### src/pkg/stepper_driver_params.svh
`ifndef STEPPER_DRIVER_PARAMS_SVH
`define STEPPER_DRIVER_PARAMS_SVH

// register offsets of the first motor; the second motor adds the stride
`define OFS_TABLE_SEGMENT_MAP    7'h68
`define OFS_CHOPPER_SETUP        7'h6c
`define OFS_ENERGY_CONTROL_SETUP 7'h6d
`define OFS_DRIVER_STATE_WORD    7'h6f
`define MOTOR_STRIDE             7'h10

// reset values
`define RST_TABLE_SEGMENT_MAP    32'h0000_0000
`define RST_CHOPPER_SETUP        32'h0000_0000
`define RST_ENERGY_CONTROL_SETUP 25'h000_0000

// field widths and positions
`define ENERGY_SETUP_WIDTH       25
`define LOAD_WIDTH               10
`define LOAD_LIMIT_SHIFT         5
`define SYNC_PERIOD_SHIFT        6
`define OFF_TIME_SHIFT           5
`define FAST_DECAY_SHIFT         5

// chopper timing in system clocks
`define OFF_BASE_CLK             11'd12
`define RANDOM_OFF_BIAS          11'd12
`define BLANK_CLK_CODE0          6'd16
`define BLANK_CLK_CODE1          6'd24
`define BLANK_CLK_CODE2          6'd36
`define BLANK_CLK_CODE3          6'd54
`define HYST_DEC_PERIOD_CLK      5'd16
`define HYST_END_BIAS            6'sd3

// adaptive current down-step measurement counts, minus one
`define DOWN_COUNT_CODE0         5'd31
`define DOWN_COUNT_CODE1         5'd7
`define DOWN_COUNT_CODE2         5'd1
`define DOWN_COUNT_CODE3         5'd0

// fullsteps per filtered update, minus one
`define FILTER_FULLSTEPS_M1      2'd3

`endif

### src/pkg/stepper_driver_pkg.sv
package stepper_driver_pkg;

	typedef enum logic [2:0] {
		CH_OFF,
		CH_ON,
		CH_FAST,
		CH_SLOW,
		CH_SLOW2
	} chop_phase_t;

	typedef struct packed {
		logic [7:0] seg3_start;
		logic [7:0] seg2_start;
		logic [7:0] seg1_start;
		logic [1:0] width_code_seg_three;
		logic [1:0] width_code_seg_two;
		logic [1:0] width_code_seg_one;
		logic [1:0] width_code_seg_zero;
	} segment_map_t;

	typedef struct packed {
		logic       rsv31;
		logic       ground_short_protect_disable;
		logic [5:0] rsv29_24;
		logic [3:0] sync_div;
		logic       high_speed_threshold_chopper;
		logic       high_speed_threshold_fullstep;
		logic       sense_range;
		logic [1:0] blank_code;
		logic       chop_mode;
		logic       random_off;
		logic       fast_cmp_disable;
		logic       fast_msb;
		logic [3:0] hyst_low;
		logic [2:0] hyst_start;
		logic [3:0] off_time;
	} chopper_setup_t;

	typedef struct packed {
		logic       filter_en;
		logic       rsv23;
		logic [6:0] stall_thresh;
		logic       floor_quarter;
		logic [1:0] down_code;
		logic       rsv12;
		logic [3:0] upper_span;
		logic       rsv7;
		logic [1:0] up_code;
		logic       rsv4;
		logic [3:0] lower_limit;
	} energy_setup_t;

	typedef struct packed {
		logic       standstill;
		logic       open_load_b;
		logic       open_load_a;
		logic       ground_short_b;
		logic       ground_short_a;
		logic       overtemp_warn;
		logic       overtemp_limit_flag;
		logic       stall;
		logic [2:0] rsv23_21;
		logic [4:0] current_scale;
		logic       fullstep_active;
		logic [4:0] rsv14_10;
		logic [9:0] load_measure_value;
	} driver_state_t;

endpackage

### src/design/stepper_driver_config_status.sv
`timescale 1ns/100ps
`include "stepper_driver_params.svh"

// Overview of operation
// - three starts split table into four segments
// - width code maps table bit to increment
// - set bit ignores ground shorts
// - nonzero sync divides clock by N*64 below high speed
// - high speed forces off-time mode, doubled off
// - fullstep switching only at 45 degree position
// - blank comparator 16/24/36/54 clocks after switching
// - mode bit picks hysteresis or off-time chopper
// - random off time adds -12 to +3
// - optionally comparator never ends off-time mode fast decay
// - low hysteresis or sine offset, -3..12
// - start adds 1..8, decrement every 16
// - fast decay 32 clocks per count
// - off time 12+32*N, zero disables driver
// - filter updates measurement every four fullsteps
// - stall threshold is signed -64..+63
// - step down rate and current floor
// - increase below lower*32, zero disables
// - ground short disables driver, sticky flags
// - overtemp limit holds off until warning clears
// - stall on zero, standstill reports on-time
// - status standstill, fullstep, informative open load
module stepper_driver_config_status
	import stepper_driver_pkg::*;
#(
	parameter logic [6:0] MOTOR_OFFSET = 7'h00
) (
	// clock and reset
	input  wire logic               clk,
	input  wire logic               sys_rst,
	// register port
	input  wire logic [6:0]         reg_addr,
	input  wire logic [31:0]        reg_wdata,
	input  wire logic               reg_wr,
	input  wire logic               reg_rd,
	output logic [31:0]             reg_rdata,
	// microstep table
	input  wire logic [7:0]         table_index,
	input  wire logic               table_bit,
	output logic signed [2:0]       table_increment,
	// motion state
	input  wire logic               above_high_speed_threshold,
	input  wire logic               at_45_position,
	input  wire logic               fullstep_tick,
	input  wire logic               standstill,
	// chopper
	input  wire logic               comp_target,
	input  wire logic               comp_negative,
	output chop_phase_t             chop_phase,
	output logic                    bridges_enabled,
	output logic                    comp_blanked,
	output logic signed [5:0]       hysteresis_level,
	output logic signed [4:0]       sine_offset,
	output logic                    fullstep_active,
	// load measurement and current control
	input  wire logic               load_measure_valid,
	input  wire logic [9:0]         load_result_in,
	input  wire logic [9:0]         coil_a_ontime,
	input  wire logic [4:0]         run_current_scale,
	output logic signed [6:0]       stall_threshold,
	output logic [4:0]              current_scale_actual,
	// faults
	input  wire logic               ground_short_a_det,
	input  wire logic               ground_short_b_det,
	input  wire logic               open_load_a,
	input  wire logic               open_load_b,
	input  wire logic               overtemp_warn,
	input  wire logic               overtemp_limit,
	input  wire logic               driver_enable_low_pin
);

	function automatic logic signed [2:0] seg_increment(input logic [7:0] idx,
			input logic bit_v, input segment_map_t m);
		logic [1:0] code;
		code = m.width_code_seg_zero;
		if (idx >= m.seg3_start) begin
			code = m.width_code_seg_three;
		end else if (idx >= m.seg2_start) begin
			code = m.width_code_seg_two;
		end else if (idx >= m.seg1_start) begin
			code = m.width_code_seg_one;
		end
		return $signed({1'b0, code}) - 3'sd1 + $signed({2'b00, bit_v});
	endfunction

	function automatic logic [5:0] blank_clocks(input logic [1:0] code);
		unique case (code)
			2'd0: return `BLANK_CLK_CODE0;
			2'd1: return `BLANK_CLK_CODE1;
			2'd2: return `BLANK_CLK_CODE2;
			2'd3: return `BLANK_CLK_CODE3;
		endcase
	endfunction

	segment_map_t   seg_map_q;
	chopper_setup_t chop_q;
	energy_setup_t  energy_q;
	driver_state_t  state_word;
	chop_phase_t    phase_q;
	chop_phase_t    phase_d;
	logic [31:0]    rdata_q;
	logic [15:0]    lfsr_q;
	logic [9:0]     sync_cnt_q;
	logic           sync_tick_q;
	logic           ground_short_a_q;
	logic           ground_short_b_q;
	logic           overtemp_limit_flag_q;
	logic           fs_active_q;
	logic [3:0]     hyst_div_q;
	logic signed [5:0] hyst_q;
	logic [1:0]     fs_cnt_q;
	logic           quad_due_q;
	logic [9:0]     load_measure_value_q;
	logic [4:0]     cs_q;
	logic [4:0]     dn_cnt_q;
	logic signed [2:0] incr_q;
	logic           bridges_q;

	// register access
	always_ff @(posedge clk) begin
		if (sys_rst) begin
			seg_map_q <= `RST_TABLE_SEGMENT_MAP;
			chop_q    <= `RST_CHOPPER_SETUP;
			energy_q  <= `RST_ENERGY_CONTROL_SETUP;
		end else if (reg_wr) begin
			if (reg_addr == `OFS_TABLE_SEGMENT_MAP + MOTOR_OFFSET) begin
				seg_map_q <= reg_wdata;
			end
			if (reg_addr == `OFS_CHOPPER_SETUP + MOTOR_OFFSET) begin
				chop_q <= reg_wdata;
			end
			if (reg_addr == `OFS_ENERGY_CONTROL_SETUP + MOTOR_OFFSET) begin
				energy_q <= reg_wdata[`ENERGY_SETUP_WIDTH-1:0];
			end
		end
	end

	// write-only registers and unmapped addresses read as zero
	always_ff @(posedge clk) begin
		if (sys_rst) begin
			rdata_q <= '0;
		end else if (reg_rd) begin
			if (reg_addr == `OFS_CHOPPER_SETUP + MOTOR_OFFSET) begin
				rdata_q <= chop_q;
			end else if (reg_addr == `OFS_DRIVER_STATE_WORD + MOTOR_OFFSET) begin
				rdata_q <= state_word;
			end else begin
				rdata_q <= '0;
			end
		end
	end

	assign reg_rdata = rdata_q;

	// microstep increment for the current table position
	always_ff @(posedge clk) begin
		if (sys_rst) begin
			incr_q <= '0;
		end else begin
			incr_q <= seg_increment(table_index, table_bit, seg_map_q);
		end
	end

	assign table_increment = incr_q;

	// derived chopper settings
	logic        high_speed;
	logic        eff_chm;
	logic [3:0]  fast_decay_length;
	logic [10:0] off_clocks;
	logic [10:0] fast_clocks;
	logic        sync_on;
	logic [9:0]  sync_period;
	logic        drive_ok;
	logic        blank_busy;
	logic        tmr_busy;
	logic        slow_release;
	logic signed [5:0] hyst_end;
	logic signed [5:0] hyst_begin;

	assign high_speed  = above_high_speed_threshold;
	assign eff_chm     = chop_q.chop_mode | (chop_q.high_speed_threshold_chopper & high_speed);
	assign fast_decay_length = (chop_q.high_speed_threshold_chopper & high_speed) ? 4'd0 :
		{chop_q.fast_msb, chop_q.hyst_start};
	assign fast_clocks = {2'b00, fast_decay_length, 5'b00000};
	always_comb begin
		off_clocks = `OFF_BASE_CLK + ((chop_q.high_speed_threshold_chopper & high_speed) ?
			{1'b0, chop_q.off_time, 6'b000000} :
			{2'b00, chop_q.off_time, 5'b00000});
		if (chop_q.random_off) begin
			off_clocks = off_clocks + {7'd0, lfsr_q[3:0]} - `RANDOM_OFF_BIAS;
		end
	end
	assign sync_on     = (chop_q.sync_div != 4'd0) && !high_speed;
	assign sync_period = {chop_q.sync_div, 6'b000000};
	assign slow_release = !sync_on || sync_tick_q;
	assign drive_ok    = (chop_q.off_time != 4'd0) && !driver_enable_low_pin &&
		!ground_short_a_q && !ground_short_b_q && !overtemp_limit_flag_q;

	always_ff @(posedge clk) begin
		if (sys_rst) begin
			lfsr_q <= 16'h0001;
		end else begin
			lfsr_q <= {lfsr_q[14:0], lfsr_q[15] ^ lfsr_q[13] ^ lfsr_q[12] ^ lfsr_q[10]};
		end
	end

	// chopper synchronisation clock
	always_ff @(posedge clk) begin
		if (sys_rst || !sync_on) begin
			sync_cnt_q  <= '0;
			sync_tick_q <= 1'b0;
		end else if (sync_cnt_q >= sync_period - 10'd1) begin
			sync_cnt_q  <= '0;
			sync_tick_q <= 1'b1;
		end else begin
			sync_cnt_q  <= sync_cnt_q + 10'd1;
			sync_tick_q <= 1'b0;
		end
	end

	// chopper phase sequence
	always_comb begin
		phase_d = phase_q;
		if (!drive_ok) begin
			phase_d = CH_OFF;
		end else begin
			unique case (phase_q)
				CH_OFF: phase_d = CH_ON;
				CH_ON: begin
					if (!blank_busy && comp_target) begin
						phase_d = (eff_chm && fast_decay_length != 4'd0) ? CH_FAST : CH_SLOW;
					end
				end
				CH_FAST: begin
					if (eff_chm) begin
						if (!tmr_busy || (!chop_q.fast_cmp_disable && !blank_busy &&
								comp_negative)) begin
							phase_d = CH_SLOW;
						end
					end else if (!blank_busy && comp_negative) begin
						phase_d = CH_SLOW2;
					end
				end
				CH_SLOW: begin
					if (!tmr_busy && slow_release) begin
						phase_d = eff_chm ? CH_ON : CH_FAST;
					end
				end
				CH_SLOW2: begin
					if (!tmr_busy && slow_release) begin
						phase_d = CH_ON;
					end
				end
			endcase
		end
	end

	always_ff @(posedge clk) begin
		if (sys_rst) begin
			phase_q   <= CH_OFF;
			bridges_q <= 1'b0;
		end else begin
			phase_q   <= phase_d;
			bridges_q <= (phase_d != CH_OFF);
		end
	end

	chopper_phase_timer #(
		.WIDTH (11)
	) u_phase_timer (
		.clk        (clk),
		.sys_rst    (sys_rst),
		.load       (phase_d != phase_q),
		// the load edge is the first clock of the new phase
		.load_value (((phase_d == CH_FAST) ? fast_clocks : off_clocks) - 11'd1),
		.busy       (tmr_busy)
	);

	chopper_phase_timer #(
		.WIDTH (6)
	) u_blank_timer (
		.clk        (clk),
		.sys_rst    (sys_rst),
		.load       ((phase_d != phase_q) && (phase_d != CH_OFF)),
		.load_value (blank_clocks(chop_q.blank_code)),
		.busy       (blank_busy)
	);

	assign chop_phase      = phase_q;
	assign bridges_enabled = bridges_q;
	assign comp_blanked    = blank_busy;

	// hysteresis: reloaded at each on phase, decays toward the low value
	assign hyst_end   = $signed({2'b00, chop_q.hyst_low}) - `HYST_END_BIAS;
	assign hyst_begin = hyst_end + $signed({3'b000, chop_q.hyst_start}) + 6'sd1;

	always_ff @(posedge clk) begin
		if (sys_rst) begin
			hyst_q     <= '0;
			hyst_div_q <= '0;
		end else if (phase_d == CH_ON && phase_q != CH_ON) begin
			hyst_q     <= hyst_begin;
			hyst_div_q <= '0;
		end else begin
			hyst_div_q <= hyst_div_q + 4'd1;
			if (hyst_div_q == 4'(`HYST_DEC_PERIOD_CLK - 5'd1) && hyst_q > hyst_end) begin
				hyst_q <= hyst_q - 6'sd1;
			end
		end
	end

	assign hysteresis_level = eff_chm ? 6'sd0 : hyst_q;
	assign sine_offset      = eff_chm ? hyst_end[4:0] : 5'sd0;

	// fullstep switching happens only at the 45 degree table position
	always_ff @(posedge clk) begin
		if (sys_rst) begin
			fs_active_q <= 1'b0;
		end else if (at_45_position) begin
			fs_active_q <= chop_q.high_speed_threshold_fullstep & high_speed;
		end
	end

	assign fullstep_active = fs_active_q;

	// measurement filter over four fullsteps
	logic sg_update;

	assign sg_update = load_measure_valid && (!energy_q.filter_en || quad_due_q);

	always_ff @(posedge clk) begin
		if (sys_rst) begin
			fs_cnt_q   <= '0;
			quad_due_q <= 1'b0;
		end else begin
			if (fullstep_tick) begin
				fs_cnt_q <= fs_cnt_q + 2'd1;
			end
			if (fullstep_tick && fs_cnt_q == `FILTER_FULLSTEPS_M1) begin
				quad_due_q <= 1'b1;
			end else if (sg_update) begin
				quad_due_q <= 1'b0;
			end
		end
	end

	always_ff @(posedge clk) begin
		if (sys_rst) begin
			load_measure_value_q <= '0;
		end else if (sg_update) begin
			load_measure_value_q <= load_result_in;
		end
	end

	// adaptive current control
	logic        cool_on;
	logic [9:0]  lower_lim;
	logic [10:0] upper_lim;
	logic [5:0]  upper_sum;
	logic [4:0]  floor_cs;
	logic [5:0]  cs_up;
	logic [4:0]  dn_limit;

	assign cool_on   = (energy_q.lower_limit != 4'd0);
	assign lower_lim = {1'b0, energy_q.lower_limit, 5'b00000};
	assign upper_sum = {2'b00, energy_q.lower_limit} + {2'b00, energy_q.upper_span} + 6'd1;
	assign upper_lim = {upper_sum, 5'b00000};
	assign floor_cs  = energy_q.floor_quarter ? (run_current_scale >> 2) :
		(run_current_scale >> 1);
	assign cs_up     = {1'b0, cs_q} + 6'({5'd1} << energy_q.up_code);
	always_comb begin
		unique case (energy_q.down_code)
			2'd0: dn_limit = `DOWN_COUNT_CODE0;
			2'd1: dn_limit = `DOWN_COUNT_CODE1;
			2'd2: dn_limit = `DOWN_COUNT_CODE2;
			2'd3: dn_limit = `DOWN_COUNT_CODE3;
		endcase
	end

	always_ff @(posedge clk) begin
		if (sys_rst) begin
			cs_q     <= '0;
			dn_cnt_q <= '0;
		end else if (!cool_on || cs_q > run_current_scale) begin
			cs_q     <= run_current_scale;
			dn_cnt_q <= '0;
		end else if (sg_update) begin
			if (load_result_in < lower_lim) begin
				cs_q     <= (cs_up >= {1'b0, run_current_scale}) ?
					run_current_scale : cs_up[4:0];
				dn_cnt_q <= '0;
			end else if ({1'b0, load_result_in} >= upper_lim) begin
				if (dn_cnt_q >= dn_limit) begin
					dn_cnt_q <= '0;
					cs_q     <= (cs_q > floor_cs) ? cs_q - 5'd1 : floor_cs;
				end else begin
					dn_cnt_q <= dn_cnt_q + 5'd1;
				end
			end
		end
	end

	assign current_scale_actual = cs_q;
	assign stall_threshold      = $signed(energy_q.stall_thresh);

	// fault flags; a detection in the same cycle as a clear wins
	logic short_clear;

	assign short_clear = (chop_q.off_time == 4'd0) || driver_enable_low_pin;

	always_ff @(posedge clk) begin
		if (sys_rst) begin
			ground_short_a_q <= 1'b0;
		end else if (ground_short_a_det && !chop_q.ground_short_protect_disable) begin
			ground_short_a_q <= 1'b1;
		end else if (short_clear) begin
			ground_short_a_q <= 1'b0;
		end
	end

	always_ff @(posedge clk) begin
		if (sys_rst) begin
			ground_short_b_q <= 1'b0;
		end else if (ground_short_b_det && !chop_q.ground_short_protect_disable) begin
			ground_short_b_q <= 1'b1;
		end else if (short_clear) begin
			ground_short_b_q <= 1'b0;
		end
	end

	always_ff @(posedge clk) begin
		if (sys_rst) begin
			overtemp_limit_flag_q <= 1'b0;
		end else if (overtemp_limit) begin
			overtemp_limit_flag_q <= 1'b1;
		end else if (!overtemp_warn) begin
			overtemp_limit_flag_q <= 1'b0;
		end
	end

	// status word
	always_comb begin
		state_word                     = '0;
		state_word.standstill          = standstill;
		state_word.open_load_b         = open_load_b;
		state_word.open_load_a         = open_load_a;
		state_word.ground_short_b      = ground_short_b_q;
		state_word.ground_short_a      = ground_short_a_q;
		state_word.overtemp_warn       = overtemp_warn;
		state_word.overtemp_limit_flag = overtemp_limit_flag_q;
		state_word.stall               = (load_measure_value_q == '0);
		state_word.current_scale       = cs_q;
		state_word.fullstep_active     = fs_active_q;
		state_word.load_measure_value  = standstill ? coil_a_ontime :
			load_measure_value_q;
	end
endmodule // stepper_driver_config_status

### src/design/chopper_phase_timer.sv
`timescale 1ns/100ps

// loadable down counter that times one chopper interval
module chopper_phase_timer #(
	parameter int WIDTH = 11
) (
	// clock and reset
	input  wire logic             clk,
	input  wire logic             sys_rst,
	// control
	input  wire logic             load,
	input  wire logic [WIDTH-1:0] load_value,
	// status
	output logic                  busy
);

	logic [WIDTH-1:0] count_q;

	always_ff @(posedge clk) begin
		if (sys_rst) begin
			count_q <= '0;
		end else if (load) begin
			count_q <= load_value;
		end else if (count_q != '0) begin
			count_q <= count_q - 1'b1;
		end
	end

	assign busy = (count_q != '0);

endmodule // chopper_phase_timer

### config.mk
export PLATFORM = sky130hd
export DESIGN_NAME = stepper_driver_config_status
export DESIGN_NICKNAME = d
export VERILOG_FILES = /design/src/pkg/stepper_driver_pkg.sv /design/src/design/stepper_driver_config_status.sv /design/src/design/chopper_phase_timer.sv
export VERILOG_INCLUDE_DIRS = /design/src /design/src/pkg
export SDC_FILE = /design/constraint.sdc
export NUM_CORES = 1
export LEC_CHECK = 0
export ABC_CLOCK_PERIOD_IN_PS = 3800
export BUFFER_PORTS_ARGS = -buffer_cell sky130_fd_sc_hd__buf_2
export CAP_MARGIN = 20
export CORE_ASPECT_RATIO = 0.6
export CORE_MARGIN = 2
export CORE_UTILIZATION = 45
export CTS_CLUSTER_SIZE = 20
export DETAILED_ROUTE_END_ITERATION = 12
export GPL_TIMING_DRIVEN = 0
export PLACE_DENSITY = 0.68
export SYNTH_ARGS = -nofsm -noshare
export SYNTH_HDL_FRONTEND = slang
export SYNTH_SLANG_ARGS = --single-unit
### constraint.sdc
create_clock -name clk -period 3.8 [get_ports clk]
set_input_delay 0.95 -clock clk [delete_from_list [all_inputs] [get_ports clk]]
set_output_delay 0.95 -clock clk [all_outputs]
set_load 0.02 [all_outputs]
==> PnR_summary.wiki <==
{| class="wikitable"
! Metric !! Value
|-
| Total leakage power || 5.35 nW
|-
| Multi-input gate area || 0.00625 mm²
|-
| Core occupancy in the finished layout || 53.7%
|-
| Routed length per instance || 18.5 µm
|-
| GR Layer Usage met2 || 35.7%
|-
| Net switching power || 1.61 mW
|-
| Core box area || 0.0240 mm²
|-
| Switching power share of the total || 28.8%
|-
| Number of clock buffers inserted by TritonCTS || 21
|-
| Timing-limited maximum frequency || 273 MHz
|-
| Worst setup path category || reg2reg
|-
| Remaining design rule violation count || 0
|-
| Number of pins with negative max-slew slack in the final report || 0
|-
| Int Power || 3.98 mW
|-
| Total global routing overflow || 0
|-
| Clock buffer depth || 3
|-
| Number of flip-flops and latches in the synthesized netlist || 205
|-
| Fraction of power consumed by the clock network || 39.2%
|-
| Post-synthesis sequential area ratio || 37.6%
|-
| Number of failing hold endpoints at the final stage || 0
|-
| Number of endpoints failing setup at the final stage || 0
|-
| # H-tree levels || 1
|-
| Global-route total usage across every layer || 26.1%
|-
| WHS Path Cells || 1
|-
| Final worst-path cycle share || 96.3%
|-
| Sequential fraction of design power || 42.2%
|-
| Std-Cell Rows || 44
|-
| Number of standard cells in the final layout excluding fillers || 1840
|-
| Fraction of final layout cells with drive strength greater than 1 || 16.2%
|-
| Cell count after synthesis || 1323
|-
| CTS tree || yes
|-
| Clock root cell || clkbuf_16
|-
| Yosys warnings || 0
|-
| Placer's final routability congestion estimate || 0.919
|-
| Reg2reg start || chop_q[3]
|-
| Series of cell instances along the critical path || nor4_4 -> nor3b_1 -> nand2_1 -> o21a_1 -> a221oi_2 -> nand2_2 -> buf_6 -> buf_2 -> and4_1 -> a21oi_1 -> ha_2 -> nand2_1 -> o31ai_2 -> o221a_2 -> nor2_1
|-
| Mean post-synth cell area || 8.25 µm²
|-
| Worst-case headroom to the max-slew limit || 38.4%
|-
| Max capacitance violation total || 0
|-
| Kind of end point of the critical path || flip-flop
|-
| Measured slew at the worst slew-check pin || 0.925 ns
|-
| Die Area || 0.0256 mm²
|-
| Count of filler cells inserted in the layout || 2253
|-
| Critical path origin || chop_q[3]
|-
| Fin area || 0.0129 mm²
|-
| Setup TNS || 0 ns
|-
| Synth-to-Final Area Change || 18.1%
|-
| Total power consumption of the routed design || 5.60 mW
|-
| Data required, critical path || 4.20 ns
|-
| Count of input and output buffers || 153
|-
| Number of hold-repair buffers added at the cts stage || 0
|-
| Post-Synthesis Cell Area || 0.0109 mm²
|-
| WHS Endpoint || lfsr_q[12]
|-
| Maximum number of pins on one net before global-route repair || 16
|-
| Global-route wire length before repair || 51900 µm
|-
| Critical path startpoint category || flip-flop
|-
| Register cell area after layout || 0.00411 mm²
|-
| Number of nets with antenna violations after routing || 0
|-
| Reg-to-Reg End || u_phase_timer.count_q[6]
|-
| Endpoint arrival time on the critical path || 4.06 ns
|-
| Die Span Y || 125 µm
|-
| Reg2reg setup slack || 0.14 ns
|-
| Placed Cells || 1799
|-
| Post-layout net count || 1685
|-
| Maximum vdd drop || 0.261 mV
|-
| Routed via count divided by cell count || 5.48
|-
| Drt initial violations || 893
|-
| Commonest non-fill, non-tap cell in the layout || nand2_1
|-
| Detailed-placement wirelength estimate || 26500 µm
|-
| Number of antenna violations at the first check in global routing || 1
|-
| Synthesized netlist net count || 1502
|-
| Time the worst path needs with I/O delays and setup || 3.66 ns
|-
| Post-detailed-placement cell area || 0.0121 mm²
|-
| Met1 GRT Util || 41.1%
|-
| Cell depth of the worst flop-to-flop path || 15
|-
| Combinational Power Share || 18.6%
|-
| Distinct cell type count of the synthesized netlist || 73
|-
| Clock insertion delay at the later pin of the skew report || 0.51 ns
|-
| Starting utilization of the core area || 45.5%
|-
| Biggest fanout along the worst timing path || 10
|-
| Routed via count || 10100
|-
| Post-synth ARST share || 0%
|-
| Highest-delay cell along the critical path || nor3b_1
|-
| Number of global-route vias before repair || 9333
|-
| Number of enable flip-flop cells after synthesis || 0
|-
| Stage delay of the slowest cell on the critical path || 0.58 ns
|-
| 1st-pass router iterations || 6
|-
| Most heavily used metal layer in global routing || met1
|-
| Min-delay src || lfsr_q[11]
|-
| Count of clock tree sinks || 205
|-
| Power per unit of standard cell area || 434 mW/mm²
|-
| Dominant register cell in the synthesized netlist || dfxtp_1
|-
| Highest-count cells in the layout ignoring fill and taps || nand2_1 (219), dfxtp_1 (204), buf_2 (155)
|-
| Outcome || complete, no violations
|-
| Reg clk slew, reported paths || 0.07 ns
|-
| Cell type with the highest occurrence count on the critical path || nand2_1
|-
| Number of diodes || 0
|-
| Wire length after detailed routing || 34000 µm
|-
| Die width || 205 µm
|-
| Worst hold-check path type || reg2reg
|-
| Post-Route Skew || 0.00973 ns
|-
| GR Layer Usage met3 || 5.70%
|-
| Boundary Pins || 155
|}
## synthesized netlist by cell type, drive strengths merged (25+ instances only)
library cell	count	area share [%]
a211oi	26	1.8
a21oi	132	6.0
clkbuf	61	2.6
dfxtp	205	38
ha	85	9.7
inv	64	2.2
mux2i	41	3.8
nand2	220	7.6
nand2b	25	1.4
nor2	124	4.3
nor2b	34	1.9
o21ai	31	1.4
xor2	25	2.0
## layer usage
layer	part of all wire, %	up-vias
li1	-	4907
met1	49	4728
met2	39	400
met3	9.8	55
met4	1.9	2
met5	0.038	-
## worst max-delay path: cells and delay by family (launching register included)
kind            cells  cell delay [ns]
compound gates      5             1.09
fa+ha+maj           1             0.26
buf+inv             2             0.34
flops               1             0.57
simple gates        7             1.27
## per-stage QoR
stage / setup WS (ns) / hold slack (ns)
global placement: -0.426 / 0.416
global route: -0.0153 / 0.452
CTS: 0.0422 / 0.443
floorplan: 0.176 / 0.414
finish: 0.140 / 0.445
detailed placement: -0.471 / 0.427
## cells by family (layout without fill, tap and decap cells)
logic type,Yosys count,count (layout),synth area share [%]
xor+xnor,47,47,3.77
compound gates,284,284,16.3
flops,205,205,37.6
simple gates,513,513,21.8
mux,49,49,4.58
fa+ha+maj,88,88,10.3
buf+inv,137,332,5.65
## worst max path at each step
stage	endpoint	slack [ns]	cells after the start
after floorplan	u_phase_timer.count_q[6]	0.18	15
after CTS	u_phase_timer.count_q[6]	0.04	15
after global routing	u_phase_timer.count_q[6]	-0.02	17
final	u_phase_timer.count_q[6]	0.14	15
after global placement	u_phase_timer.count_q[6]	-0.43	16
after detailed placement	u_phase_timer.count_q[6]	-0.47	16
## power by group through the flow
stage               registers, mW  logic [mW]  clock network (mW)
floorplan                    2.40       0.688                   0
global placement             2.40       0.972                   0
detailed placement           2.40       0.988                   0
CTS                          2.36        1.00                2.21
global route                 2.37        1.15                2.29
finish                       2.36        1.04                2.19
## registers in the layout, summed over array words and instances (netlist names), 2 cells and up
name and cells:
fs_cnt_q 2, energy_q 14, stall_threshold 7, u_blank_timer.count_q 6
table_increment 3, lfsr_q 16, current_scale_actual 5, dn_cnt_q 5
reg_rdata 32, chop_q 32, chop_phase 3, u_phase_timer.count_q 11
load_measure_value_q 10, hyst_div_q 4, seg_map_q 32, sync_cnt_q 10
hyst_q 6
## final cells by class
| type | count | share of cell area (%) |
|---|---|---|
| Timing Repair Buffer | 160 | 6.30 |
| Clock inverter | 10 | 1.12 |
| Buffer | 73 | 2.92 |
| Inverter | 64 | 1.86 |
| Tap cell | 322 | 3.12 |
| Multi-Input combinational cell | 981 | 48.4 |
| Clock buffer | 25 | 4.42 |
| Sequential cell | 205 | 31.8 |
## what timing repair did
action / CTS / global route
pin swaps: 3 / 2
buffers inserted: 1 / 4
endpoints found under the setup margin: 4 / 2
gates resized for setup: 8 / 2
Note: power is estimated with default switching activity, not from simulation.
